<file path="src/ext_seq_pkg.sv">
// Constants and types shared by the extension unlock and aperture logic.
package ext_seq_pkg;

   // Sequencer data-port indices of the two extension registers.
   localparam logic [7:0] IDX_UNLOCK_KEY = 8'h06;
   localparam logic [7:0] IDX_EXT_SEQ_MODE = 8'h07;

   // Unlock key: mask and value of the significant bits, readback patterns.
   localparam logic [7:0] KEY_MASK = 8'h17;
   localparam logic [7:0] KEY_VALUE = 8'h12;
   localparam logic [7:0] KEY_READ_OPEN = 8'h12;
   localparam logic [7:0] KEY_READ_LOCKED = 8'h0f;

   // Extended sequencer mode field layout and reset value.
   localparam int SEG_LSB = 4;
   localparam int SEG_W = 4;
   localparam int DIV_LSB = 1;
   localparam int DIV_W = 3;
   localparam int HIRES_BIT = 0;
   localparam logic [7:0] EXT_SEQ_MODE_RST = 8'h00;
   localparam logic [3:0] SEG_LEGACY = 4'h0;

   // Host bus kinds.
   typedef enum logic [1:0] {
      BUS_ISA = 2'b00,
      BUS_LOCAL = 2'b01,
      BUS_PCI = 2'b10
   } bus_kind_t;

   // Aperture layouts inside the PCI range.
   typedef enum logic [1:0] {
      PCI_LOW_4MB = 2'b00,
      PCI_LOW_2MB = 2'b01,
      PCI_FOUR_SWAP = 2'b10
   } pci_layout_t;

   // Character clock divider modes.
   typedef enum logic [2:0] {
      DIV_NORMAL = 3'b000,
      DIV_BY2_16BPP = 3'b001,
      DIV_BY3_24BPP = 3'b010,
      DIV_16BPP_PIX = 3'b011,
      DIV_32BPP_PIX = 3'b100
   } div_mode_t;

   // Pixels (dot enables) per character clock.
   localparam logic [4:0] DOTS_NARROW = 5'h08;
   localparam logic [4:0] DOTS_WIDE = 5'h09;
   localparam logic [4:0] DOTS_BY2 = 5'h10;
   localparam logic [4:0] DOTS_BY3 = 5'h18;

   // Legacy memory map select values and window bounds (20-bit space).
   localparam logic [1:0] MAP_A_B = 2'b00;
   localparam logic [1:0] MAP_A64 = 2'b01;
   localparam logic [1:0] MAP_B0 = 2'b10;
   localparam logic [19:0] WIN_A_LO = 20'ha0000;
   localparam logic [19:0] WIN_A_HI = 20'hb0000;
   localparam logic [19:0] WIN_B8_LO = 20'hb8000;
   localparam logic [19:0] WIN_B_END = 20'hc0000;

endpackage : ext_seq_pkg

</file>
<file path="src/pin_sync.sv">
// Two-flop synchroniser for levels arriving from pins.
module pin_sync #(
   parameter int WIDTH = 1
) (
   // Clock and reset
   input wire logic clk,
   input wire logic nrst,
   // Data
   input wire logic [WIDTH-1:0] async_in,
   output logic [WIDTH-1:0] sync_out
);

   logic [WIDTH-1:0] stage_r;

   always_ff @(posedge clk or negedge nrst) begin
      if (!nrst) begin
         stage_r <= '0;
         sync_out <= '0;
      end else begin
         stage_r <= async_in;
         sync_out <= stage_r;
      end
   end

endmodule : pin_sync

</file>
<file path="src/extension_unlock_aperture_decode.sv">
// Extension unlock key, extended sequencer mode and aperture decode.
// Notes on behaviour
// RULE1: Key pattern xxx1x010 unlocks, reads 00010010.
// RULE2: Any other key value reads 00001111.
// RULE3: Locked blocks extension reads and writes.
// RULE4: Segment field zero gives legacy A/B decode.
// RULE5: ISA claims when address 23:20 equals field.
// RULE6: ISA two-megabyte bit ignores field bit zero.
// RULE7: Local bus claims when both decode inputs high.
// RULE8: PCI aperture start from base address register.
// RULE9: PCI window lowest 4/2 MB, or swap apertures.
// RULE10: One-to-one 4 MB only chain-4, else 1 MB wrap.
// RULE11: Mode bits 3:1 select character clock divider.
// RULE12: Divider codes 000..100 decoded, rest reserved.
// RULE13: Bit 0 gives eight-pixel characters, packed addressing.
// RULE14: Reset leaves extension registers locked; with ALWAYS_UNLOCKED set they are open from reset.
module extension_unlock_aperture_decode
   import ext_seq_pkg::*;
#(
   parameter ext_seq_pkg::bus_kind_t BUS = ext_seq_pkg::BUS_ISA,
   parameter ext_seq_pkg::pci_layout_t PCI_LAYOUT = ext_seq_pkg::PCI_LOW_4MB,
   parameter bit ALWAYS_UNLOCKED = 1'b0
) (
   // Clock and reset
   input wire logic CLK,
   input wire logic NRST,
   // Sequencer indexed data port
   input wire logic [7:0] SEQ_INDEX,
   input wire logic SEQ_WR,
   input wire logic SEQ_RD,
   input wire logic [7:0] SEQ_WDATA,
   output logic [7:0] SEQ_RDATA,
   output logic SEQ_RHIT,
   // Host memory cycle
   input wire logic MEM_REQ,
   input wire logic [31:0] MEM_ADDR,
   input wire logic HIGH_MEMORY_DECODE_INPUT,
   input wire logic LOW_MEMORY_DECODE_INPUT,
   input wire logic [7:0] PCI_BASE,
   // Settings held elsewhere in the controller
   input wire logic [1:0] LEGACY_MAP_SEL,
   input wire logic TWO_MEGABYTE_WINDOW_BIT,
   input wire logic CHAIN4_256,
   input wire logic NINE_DOT_CHARS,
   // Display timing
   input wire logic DOT_CLK_EN,
   output logic CHAR_CLK_EN,
   // Decode results
   output logic MEM_CLAIM,
   output logic [21:0] MEM_OFFSET,
   output logic [1:0] SWAP_APERTURE,
   output logic EXT_UNLOCKED,
   output logic [2:0] CHAR_CLOCK_DIVIDER_FIELD,
   output logic HIGH_RES_PACKED
);

   import ext_seq_pkg::*;

   // Refuse a bus kind that the decode below has no branch for.
   if (BUS != BUS_ISA && BUS != BUS_LOCAL &&
       BUS != BUS_PCI) begin : g_bad_bus
      $error("Unsupported host bus kind.");
   end

   // Legacy window hit for the low megabyte, per map select.
   function automatic logic legacy_hit(input logic [1:0] sel,
                                       input logic [19:0] a);
      logic hit;
      hit = 1'b0;
      case (sel)
         MAP_A_B: hit = (a >= WIN_A_LO) && (a < WIN_B_END);
         MAP_A64: hit = (a >= WIN_A_LO) && (a < WIN_A_HI);
         MAP_B0: hit = (a >= WIN_A_HI) && (a < WIN_B8_LO);
         default: hit = (a >= WIN_B8_LO) && (a < WIN_B_END);
      endcase
      return hit;
   endfunction : legacy_hit

   // Pixels per character for the selected divider mode.
   function automatic logic [4:0] dots_per_char(input logic [2:0] mode,
                                                input logic hires,
                                                input logic nine);
      logic [4:0] n;
      n = DOTS_NARROW;
      case (mode)
         DIV_NORMAL: n = (nine && !hires) ? DOTS_WIDE : DOTS_NARROW;
         DIV_BY2_16BPP: n = DOTS_BY2;
         DIV_BY3_24BPP: n = DOTS_BY3;
         DIV_16BPP_PIX: n = DOTS_NARROW;
         DIV_32BPP_PIX: n = DOTS_NARROW;
         default: n = DOTS_NARROW;
      endcase
      return n;
   endfunction : dots_per_char

   logic key_open_r;
   logic [7:0] mode_r;
   logic unlocked;
   logic high_memory_decode_input_s;
   logic low_memory_decode_input_s;
   logic [3:0] seg;
   logic [2:0] div_sel;
   logic claim_nxt;
   logic [21:0] offset_nxt;
   logic [1:0] swap_nxt;
   logic [4:0] dot_cnt_r;
   logic [4:0] dot_limit;

   // Decode strobes come from pins and cross into this clock first.
   pin_sync #(
      .WIDTH(2)
   ) u_decode_sync (
      .clk(CLK),
      .nrst(NRST),
      .async_in({HIGH_MEMORY_DECODE_INPUT, LOW_MEMORY_DECODE_INPUT}),
      .sync_out({high_memory_decode_input_s, low_memory_decode_input_s})
   );

   assign unlocked = key_open_r || ALWAYS_UNLOCKED; // see RULE3
   assign seg = mode_r[SEG_LSB +: SEG_W];
   assign div_sel = mode_r[DIV_LSB +: DIV_W]; // see RULE11

   // Unlock key; only whether the significant bits match is remembered.
   always_ff @(posedge CLK or negedge NRST) begin
      if (!NRST) begin
         key_open_r <= 1'b0; // see RULE14
      end else if (SEQ_WR && SEQ_INDEX == IDX_UNLOCK_KEY) begin
         key_open_r <= (SEQ_WDATA & KEY_MASK) == KEY_VALUE; // see RULE1
      end
   end

   // Extended sequencer mode register, writable only while unlocked.
   always_ff @(posedge CLK or negedge NRST) begin
      if (!NRST) begin
         mode_r <= EXT_SEQ_MODE_RST;
      end else if (SEQ_WR && SEQ_INDEX == IDX_EXT_SEQ_MODE && unlocked) begin
         mode_r <= SEQ_WDATA; // see RULE3
      end
   end

   // Read port; a blocked read is not claimed and returns zero.
   always_ff @(posedge CLK or negedge NRST) begin
      if (!NRST) begin
         SEQ_RDATA <= 8'h00;
         SEQ_RHIT <= 1'b0;
      end else if (SEQ_RD && SEQ_INDEX == IDX_UNLOCK_KEY) begin
         // The readback follows the last key written, even when the
         // variant keeps the extensions permanently open.
         SEQ_RDATA <= key_open_r ? KEY_READ_OPEN : KEY_READ_LOCKED; // see RULE2
         SEQ_RHIT <= 1'b1;
      end else if (SEQ_RD && SEQ_INDEX == IDX_EXT_SEQ_MODE && unlocked) begin
         SEQ_RDATA <= mode_r; // see RULE3
         SEQ_RHIT <= 1'b1;
      end else begin
         SEQ_RDATA <= 8'h00;
         SEQ_RHIT <= 1'b0;
      end
   end

   // Aperture decode for one host memory cycle.
   always_comb begin
      claim_nxt = 1'b0;
      swap_nxt = 2'b00;
      offset_nxt = {2'b00, MEM_ADDR[19:0]};
      if (seg == SEG_LEGACY) begin
         claim_nxt = (MEM_ADDR[31:20] == 12'h000) &&
                     legacy_hit(LEGACY_MAP_SEL, MEM_ADDR[19:0]); // see RULE4
      end else begin
         case (BUS)
            BUS_ISA: begin
               if (TWO_MEGABYTE_WINDOW_BIT) begin
                  claim_nxt = MEM_ADDR[23:21] == seg[3:1]; // see RULE6
                  offset_nxt = {1'b0, MEM_ADDR[20:0]};
               end else begin
                  claim_nxt = MEM_ADDR[23:20] == seg; // see RULE5
               end
            end
            BUS_LOCAL: begin
               claim_nxt = high_memory_decode_input_s && low_memory_decode_input_s; // see RULE7
               offset_nxt = MEM_ADDR[21:0];
            end
            BUS_PCI: begin
               offset_nxt = MEM_ADDR[21:0];
               case (PCI_LAYOUT) // see RULE9
                  PCI_LOW_4MB:
                     claim_nxt = (MEM_ADDR[31:24] == PCI_BASE) &&
                                 (MEM_ADDR[23:22] == 2'b00); // see RULE8
                  PCI_LOW_2MB: begin
                     claim_nxt = (MEM_ADDR[31:24] == PCI_BASE) &&
                                 (MEM_ADDR[23:21] == 3'b000);
                     offset_nxt = {1'b0, MEM_ADDR[20:0]};
                  end
                  default: begin
                     claim_nxt = MEM_ADDR[31:24] == PCI_BASE;
                     swap_nxt = MEM_ADDR[23:22];
                  end
               endcase
            end
            default: claim_nxt = 1'b0;
         endcase
         // Without chain-4 the linear range folds onto one megabyte.
         if (!CHAIN4_256) begin
            offset_nxt = {2'b00, offset_nxt[19:0]}; // see RULE10
         end
      end
   end

   always_ff @(posedge CLK or negedge NRST) begin
      if (!NRST) begin
         MEM_CLAIM <= 1'b0;
         MEM_OFFSET <= '0;
         SWAP_APERTURE <= 2'b00;
      end else begin
         MEM_CLAIM <= MEM_REQ && claim_nxt;
         MEM_OFFSET <= offset_nxt;
         SWAP_APERTURE <= swap_nxt;
      end
   end

   // Character clock: one enable every N dot enables.
   assign dot_limit = dots_per_char(div_sel, mode_r[HIRES_BIT],
                                    NINE_DOT_CHARS); // see RULE12 RULE13

   always_ff @(posedge CLK or negedge NRST) begin
      if (!NRST) begin
         dot_cnt_r <= 5'h00;
         CHAR_CLK_EN <= 1'b0;
      end else begin
         CHAR_CLK_EN <= 1'b0;
         if (DOT_CLK_EN) begin
            // Reprogramming a shorter limit mid-character ends it at the next dot enable.
            if (dot_cnt_r + 5'h01 >= dot_limit) begin
               dot_cnt_r <= 5'h00;
               CHAR_CLK_EN <= 1'b1; // see RULE11
            end else begin
               dot_cnt_r <= dot_cnt_r + 5'h01;
            end
         end
      end
   end

   // Status mirrors.
   always_ff @(posedge CLK or negedge NRST) begin
      if (!NRST) begin
         EXT_UNLOCKED <= 1'b0;
         CHAR_CLOCK_DIVIDER_FIELD <= 3'b000;
         HIGH_RES_PACKED <= 1'b0;
      end else begin
         EXT_UNLOCKED <= unlocked;
         CHAR_CLOCK_DIVIDER_FIELD <= div_sel;
         HIGH_RES_PACKED <= mode_r[HIRES_BIT]; // see RULE13
      end
   end

endmodule : extension_unlock_aperture_decode

</file>
<file path="config.mk">
export PLATFORM = sky130hd
export DESIGN_NAME = extension_unlock_aperture_decode
export DESIGN_NICKNAME = d
export VERILOG_FILES = /design/src/ext_seq_pkg.sv /design/src/pin_sync.sv /design/src/extension_unlock_aperture_decode.sv
export SDC_FILE = /design/constraint.sdc
export NUM_CORES = 1
export LEC_CHECK = 0
export ABC_AREA = 1
export BUFFER_PORTS_ARGS = -buffer_cell sky130_fd_sc_hd__buf_2
export CORE_ASPECT_RATIO = 0.5
export CORE_MARGIN = 2
export CORE_UTILIZATION = 40
export DETAILED_ROUTE_END_ITERATION = 7
export PLACE_DENSITY = 0.78
export SYNTH_ARGS = -nofsm -noshare
export SYNTH_HDL_FRONTEND = slang
export SYNTH_SLANG_ARGS = --single-unit
</file>
<file path="constraint.sdc">
create_clock -name CLK -period 1.72 [get_ports CLK]
set_clock_uncertainty 0.05 [all_clocks]
set_input_delay 0.258 -clock CLK [delete_from_list [all_inputs] [get_ports CLK]]
set_output_delay 0.258 -clock CLK [all_outputs]
set_load 0.005 [all_outputs]
</file>
==> results of run 1 <==
==> worst max-delay path, stage by stage, from the launching register on <==
cell,delay [ns]
sky130_fd_sc_hd__dfrtp_1,0.39
sky130_fd_sc_hd__ha_2,0.20
sky130_fd_sc_hd__nand3_2,0.09
sky130_fd_sc_hd__xnor2_2,0.16
sky130_fd_sc_hd__ha_1,0.35
sky130_fd_sc_hd__a21o_1,0.18
sky130_fd_sc_hd__a21oi_2,0.16
sky130_fd_sc_hd__nand3_4,0.13
sky130_fd_sc_hd__o21ai_1,0.15
==> sequential cells by signal (all words and copies together) (netlist names), 3 cells and up <==
signal / count
mode_r: 8
MEM_OFFSET: 21
SEQ_RDATA: 8
dot_cnt_r: 5
CHAR_CLOCK_DIVIDER_FIELD: 3
==> routing by layer <==
layer	share of wire	global-route usage	up-vias
met5	0	0	-
met1	0.40	0.193	858
met2	0.54	0.297	52
met3	0.041	0.0413	13
met4	0.023	0.0686	0
li1	-	-	891
==> repair_timing <==
item,in CTS,in global routing
resized for setup,1,2
hold endpoints to repair,17,10
pin swaps,8,0
setup buffers,3,1
setup endpoints to repair,6,6
hold buffers,1,10
==> worst max path at each step <==
| stage | endpoint | slack, ns | cells past startpoint |
|---|---|---|---|
| 3_3_place_gp | CHAR_CLK_EN | -0.11 | 9 |
| 5_1_grt | dot_cnt_r[1] | -0.31 | 8 |
| 4_1_cts | dot_cnt_r[1] | -0.18 | 8 |
| 6_report | dot_cnt_r[0] | -0.21 | 8 |
| 3_5_place_dp | dot_cnt_r[3] | -0.21 | 8 |
| 2_1_floorplan | CHAR_CLK_EN | -0.06 | 9 |
==> cell families after synthesis <==
family,count (synthesis)
other,1
adders and majority gates,4
xor gates and xnor gates,6
and+or+nand+nor,75
AOI/OAI and AO/OA,27
muxes,2
buffers and inverters,39
DFF,51
==> layout by cell type (no fill, tap or decap), drive strengths merged <==
| cell type | netlist | routed |
|---|---|---|
| a21o | 1 | 1 |
| a21oi | 6 | 6 |
| buf | 5 | 109 |
| clkbuf | 0 | 7 |
| clkinvlp | 0 | 1 |
| conb | 1 | 3 |
| dfrtp | 51 | 51 |
| dlygate4sd3 | 0 | 11 |
| ha | 4 | 4 |
| inv | 34 | 34 |
| mux2i | 2 | 2 |
| nand2 | 35 | 35 |
| nand3 | 13 | 13 |
| nand4 | 4 | 4 |
| nor2 | 14 | 14 |
| nor3 | 7 | 7 |
| nor3b | 1 | 1 |
| o21ai | 19 | 19 |
| o22ai | 1 | 1 |
| or2 | 1 | 1 |
| xnor2 | 4 | 4 |
| xor2 | 2 | 2 |
==> cell type report <==
cell class | count | share of cell area
Multi-Input combinational cell | 117 | 0.235
Inverter | 34 | 0.0425
Timing Repair Buffer | 120 | 0.234
Tap cell | 70 | 0.0292
Sequential cell | 51 | 0.425
Clock inverter | 1 | 0.00250
Clock buffer | 7 | 0.0321
==> metrics by stage <==
step / cell area, um2 / setup TNS [ns] / utilization / worst slack (ns) / cells
after floorplan: 2140 / -0.310 / - / -0.0579 / 207
after global placement: 2750 / -0.555 / 0.550 / -0.106 / 377
after detailed placement: 2750 / -1.18 / 0.550 / -0.209 / 377
after CTS: 2890 / -1.05 / 0.578 / -0.179 / 389
after global routing: 3000 / -1.81 / 0.601 / -0.310 / 400
final: 3000 / -1.22 / 0.601 / -0.209 / 400
==> power by group <==
part	switching (mW)	leakage, nW	internal [mW]
Sequential	0.0517	0.661	1.27
Combinational	0.408	0.921	0.371
Clock	0.399	0.0505	0.366
==> summary.md, run 1 <==
The flow ran to the end, but the final reports show violations. The checks that failed: negative setup slack. The max-slew violation count was 0.

After layout, the minimum clock period comes to 1.93 ns. Of all cell types, the one taking the most synthesized area is sky130_fd_sc_hd__dfrtp_1. The logs give 6 for the number of setup violations in the final report and 2.12 ns for the data arrival time of the critical path. The maximum fanout along the worst path was 6; the number of warnings printed during yosys synthesis was 0.

The share of the synthesized area in compound gates (AO/OA/AOI/OAI) was 0.0817; the average footprint of a synthesized cell was 10.3 um2. The tree built by TritonCTS fans out to 51 sinks. The area added between synthesis and finish works out to 42.1%. During placement, the flow inserted port buffers numbering 95.

The logs give 0.518 GHz for the achievable frequency and 0.00211 mm2 for the post-synthesis cell area. After synthesis the netlist holds a flip-flop and latch count of 51. For the sum of net half-perimeters after detailed placement, the log shows 3770 um. The count of standard-cell rows is 18. The later-pin clock latency in the skew report is 0.31 ns. The total die area came out at 0.00592 mm2.

The most common cell in the synthesized netlist is sky130_fd_sc_hd__dfrtp_1. For the minimum hold slack, the log shows 0.000658 ns. The sequential fraction of the synthesis area was 0.604. Power spread over the standard cell area amounts to 956 mW/mm2. For hold timing, the worst endpoint is MEM_OFFSET[13]. Initial core utilization: 0.423. For the worst flop-to-flop path, the logic depth is 8.

Mux contribution to synthesized area: 0.00947. The share of flip-flops with an asynchronous set or reset was 1.00; the remaining global-route overflow was 0. The width of the die was 107 um; the number of global-route vias before repair was 1720. The share of the synthesized netlist area taken by xor and xnor gates is 0.0249. The critical path is of the register to register type. The run gives 0 as the count of inserted antenna diode cells. CTS built an H-tree with a depth of 2. In the final routed layout, each cell accounts on average for 13.2 um. The startpoint identified for the worst register-to-register timing path is dot_cnt_r[0].

The final clock period utilization by the worst path was 1.12; the fraction of final layout cells sized beyond drive strength 1 was 0.433. The overall global routing resource usage was 0.166. Number of nets in the layout: 402.

The die height was 55.4 um. The kind of capture point of the worst setup path is a register. The total detailed-routing wirelength was 5280 um; the number of DRC violations after detailed routing was 0. The root buffer cell chosen for the clock tree is sky130_fd_sc_hd__clkbuf_8. Yosys attributes the largest share of cell area to sky130_fd_sc_hd__dfrtp_1 (60%), sky130_fd_sc_hd__nand2_1 (6.0%), sky130_fd_sc_hd__inv_1 (5.3%), sky130_fd_sc_hd__o21ai_2 (3.3%), sky130_fd_sc_hd__ha_1 (2.4%).

At the end of routability-driven placement, the weighted congestion stood at 0.801. The area of the core was 0.00500 mm2. The beginning of the worst hold path is MEM_ADDR[13]. The synthesized-area fraction occupied by adder cells was 0.0237; the residual antenna-violating net count after detailed routing was 0.

The run gives 0.00128 mm2 as the register area. The tools report the initial antenna violation count as 0. For the first-pass GRT wire length, the log shows 7680 um. The worst hold path depth came out at 1. Yosys mapped a number of flops with a built-in enable equal to 0.

The slack of the critical path is -0.209 ns. The logs give 0.531 mV for the worst supply voltage drop on vdd and 30 for the post-synthesis cell type count. In this run, the number of DRC markers left after iteration 0 of detailed routing was 58. The tools report the number of buffers between clock root and the deepest sink as 2. Setup repair after global routing could not meet its margin everywhere.

Dividing the detail-routed via count by the number of cells gives 4.54. The simple-gate portion of the synthesized area was 0.176. TritonCTS built the clock tree. The detailed-routing iteration count for the pre-antenna-repair pass came out at 4. 109 I/O pins were placed.

The tools report the maximum number of pins on one net before global-route repair as 35. The logs give 1.63 nW for the leakage power of the design and 1814 for the via count of the routed design. The largest family of logic cells by synthesized area was simple AND/OR/NAND/NOR gates. Counting the buffers created by CTS gives 5.

The final-report hold violation count is 0, and the register clock-pin slew on the reported worst setup and hold paths is 0.09 ns. The top-area cell type share of the netlist area is 0.604. In the synthesized netlist, the cells that appear most often are sky130_fd_sc_hd__dfrtp_1 (51), sky130_fd_sc_hd__nand2_1 (34), sky130_fd_sc_hd__inv_1 (30).

The run gives 0 as the number of violations of the max-capacitance limit. The post-synthesis instance total came out at 205. Setup slack on the worst reg-to-reg path comes out at -0.21 ns. In this run the worst setup path begins at dot_cnt_r[0]. After layout, the design draws a total of 2.87 mW.

Counting the fill cells in the layout gives 416. STA classifies the critical path startpoint as a register. In this run the critical register-to-register path is captured at dot_cnt_r[0]. In this run the worst hold path is classified as input pin to register. In the final layout, the multi-input gates occupy 704 um2. For the worst setup path, the data required time is 1.91 ns. Prevailing post-synth register cell: sky130_fd_sc_hd__dfrtp_1.
Note: power is estimated with default switching activity, not from simulation.
==> run 2: changes to the inputs <==
Settings changed: BUFFER_PORTS_ARGS -buffer_cell sky130_fd_sc_hd__buf_2 to unset, CORE_UTILIZATION 40 to 55, DONT_BUFFER_PORTS set to 1, PLACE_DENSITY 0.78 to 0.76.
==> run 2 against run 1 <==
  * Largest cell class unchanged
  * Non-clock buffer count fell by 85
  * Largest power group unchanged
  * Design area fell by 11%
  * Worst hold slack barely moved
  * The flow still finishes with violations (negative setup slack)
  * Global-route usage rose by 5.8 points
  * Combinational power fell by 12%
  * Total power rose by 1.0%
  * Via count fell by 18%
  * Utilization rose by 15 points
  * Highest routed layer unchanged
  * Clock power rose by 14%
  * Worst setup slack improved by 0.051 ns
  * Sequential share of layout area rose by 5.5 points
  * Clock-buffer cell count fell by 1
==> summary.md, run 2 (synthesis gave the netlist of run 1 again) <==
The repair_antennas step left the layout with diodes totalling 0. The startpoint identified for the worst hold timing path is DOT_CLK_EN. Largest register by flop count: MEM_OFFSET.

The first-pass GRT wire length came out at 7150 um. The total detailed-routing wirelength is 4710 um. The filler cells instantiated in the layout total 242.

Number of global-route vias before repair: 1519. Input and output buffers added on the ports amount to 0. The die is 91.7 um wide. For the overall global routing resource usage, the log shows 0.225.

The achievable frequency was 0.532 GHz; the share of the core filled with cells was 0.750. Measured along the y axis, the die boundary spans 47.8 um. The first detailed-routing pass ran for 4 iterations.

The initial core utilization was 0.596. Summed over all nets, the half-perimeter wirelength after detailed placement is 3310 um. The placed instance area was 0.00224 mm2. In this run the remaining antenna-violating nets after routing total 0. Setup violations remaining at the end of the flow were counted as 6. The root cell of the clock tree is sky130_fd_sc_hd__clkbuf_8.

After detailed routing, the average wire length per cell comes to 15.9 um. The checks that failed: negative setup slack. Entering global routing, the biggest net connects 52 pins. Grouping stages by cell kind, the critical path spends the most delay in adder cells. Routability-driven placement finished with a final weighted congestion of 0.788. Initial antenna violation count: 0.

The number of buffers between clock root and the deepest sink came out at 2. For this run, the post-layout net count is 317. The register clock-pin slew on the reported worst setup and hold paths is 0.08 ns, and the met1 usage is 0.212. The worst setup path is launched from a register. The data arrival time of the critical path came out at 2.03 ns.

In the layout the commonest cells are sky130_fd_sc_hd__dfrtp_1 (51), sky130_fd_sc_hd__nand2_1 (34), sky130_fd_sc_hd__inv_1 (30). On the worst path, the slowest cell contributes a delay of 0.39 ns. The kind of capture point of the worst setup path was a register. In this run the core area contains 15 standard-cell rows. In this run the worst path has a maximum fanout of 6.

The worst hold path depth was 2. For the number of violations of the max-capacitance limit, the log shows 0. Fraction of final layout cells sized beyond drive strength 1: 0.204. The H-tree was split into 2 levels.

For this design the static power due to leakage is 1.29 nW. TritonCTS built the clock tree. During I/O placement, the number of pins put on the boundary was 109. Summing all flip-flop and latch instances after layout gives 0.00128 mm2.

The register with the most flip-flops in the layout has 21 of them. The ratio of total power to cell area was 1090 mW/mm2. The total die area is 0.00438 mm2. The startpoint identified for the worst register-to-register timing path is dot_cnt_r[1]. The final clock period utilization by the worst path is 1.09, and the max-slew violation count is 0. The multi-input logic area came out at 732 um2.

The critical path in this run is classified as register to register. Setup repair after global routing could not meet its margin everywhere. The worst-case hold path end point was CHAR_CLK_EN. In this run the most used layer during global routing was met2. In the final layout, the registers with the most flip-flops are MEM_OFFSET: 21 flops, SEQ_RDATA: 8 flops, mode_r: 8 flops. The slowest stage of the critical path belongs to the cell sky130_fd_sc_hd__dfrtp_1. The tools report the count of clock tree sinks as 51. The min-delay analysis places its worst path in the category input pin to register.

The endpoint of the most critical register-to-register path is CHAR_CLK_EN. Counting cells, the worst reg-to-reg path comes to 9. The worst path in the final design needs a cycle of 1.88 ns, including I/O delays and setup. Commonest non-fill, non-tap cell in the layout: sky130_fd_sc_hd__dfrtp_1.

For this run, design rule violations remaining after detail routing come to 0. The total buffers and inverters traversed by the critical path is 1, and the met3 routing resource usage after global routing is 0.0898. The slack of the worst reg-to-reg path was -0.16 ns; the worst supply voltage drop on vdd was 0.855 mV.

The first routing iteration left 41 violations. The via count of the routed design was 1490. The logs give 0.463 for the global routing usage on met2 and 1.88 ns for the required time at the worst-slack endpoint.

Clock tree synthesis inserted a total of 5 buffers. Global routing finished with a remaining overflow of 0. For the final-report hold violation count, the log shows 0. The area of the core is 0.00355 mm2, and the slack of the critical path is -0.159 ns. The run finished, with violations left.

The post-route cell area is 0.00266 mm2, and the later-pin clock latency in the skew report is 0.31 ns. The average via count per standard cell was 5.03. The critical path goes through ha_2, nand3_2, xnor2_2, ha_4, a21o_1, a21oi_2, nand3_4, nand2_1, inv_1. The area growth from synthesis to layout is 25.8%.
## run 2: what timing repair did
action,4_1_cts,5_1_grt
resized for setup,0,6
pin swaps,0,2
setup endpoints to repair,6,6
buffers inserted,0,1
hold endpoints to repair,75,0
hold buffers,23,0
## run 2: layout make-up
class / count / area share
Sequential cell: 51 / 0.480
Clock inverter: 2 / 0.0146
Tap cell: 51 / 0.0240
Multi-Input combinational cell: 117 / 0.275
Clock buffer: 6 / 0.0311
Timing Repair Buffer: 35 / 0.127
Inverter: 34 / 0.0480
## run 2: how the worst max path moves through the flow
stage                             from            to  cells after the start
after CTS                 dot_cnt_r[1]  dot_cnt_r[1]                      8
after floorplan           dot_cnt_r[0]   CHAR_CLK_EN                      9
after detailed placement  dot_cnt_r[1]  dot_cnt_r[1]                      8
after global placement    dot_cnt_r[1]   CHAR_CLK_EN                      9
after global routing      dot_cnt_r[1]  dot_cnt_r[2]                      8
final                     dot_cnt_r[1]   CHAR_CLK_EN                      9
## run 2: metrics by stage
stage	setup TNS, ns	hold slack (ns)	worst slack (ns)	power (mW)	cells
after floorplan	-0.310	-0.0876	-0.0579	1.74	207
after global placement	-0.472	-0.0866	-0.0903	1.85	264
after detailed placement	-0.994	-0.0867	-0.179	1.89	264
after CTS	-1.12	0.000848	-0.203	2.83	295
after global routing	-1.50	0.00385	-0.259	3.06	296
final	-0.873	0.000170	-0.159	2.90	296
## run 2: where the power goes
| group | switching (mW) | internal [mW] | total (mW) |
|---|---|---|---|
| combinational | 0.376 | 0.313 | 0.689 |
| clock | 0.399 | 0.478 | 0.877 |
| sequential | 0.0597 | 1.27 | 1.33 |
| total | 0.835 | 2.07 | 2.90 |
## run 2: per-layer routing
| metal | part of all wire | wire (um) | vias up |
|---|---|---|---|
| met5 | 0 | 0 | - |
| met4 | 0.016 | 76 | 0 |
| met3 | 0.074 | 349 | 12 |
| met2 | 0.54 | 2540 | 62 |
| met1 | 0.37 | 1740 | 698 |
| li1 | - | - | 718 |
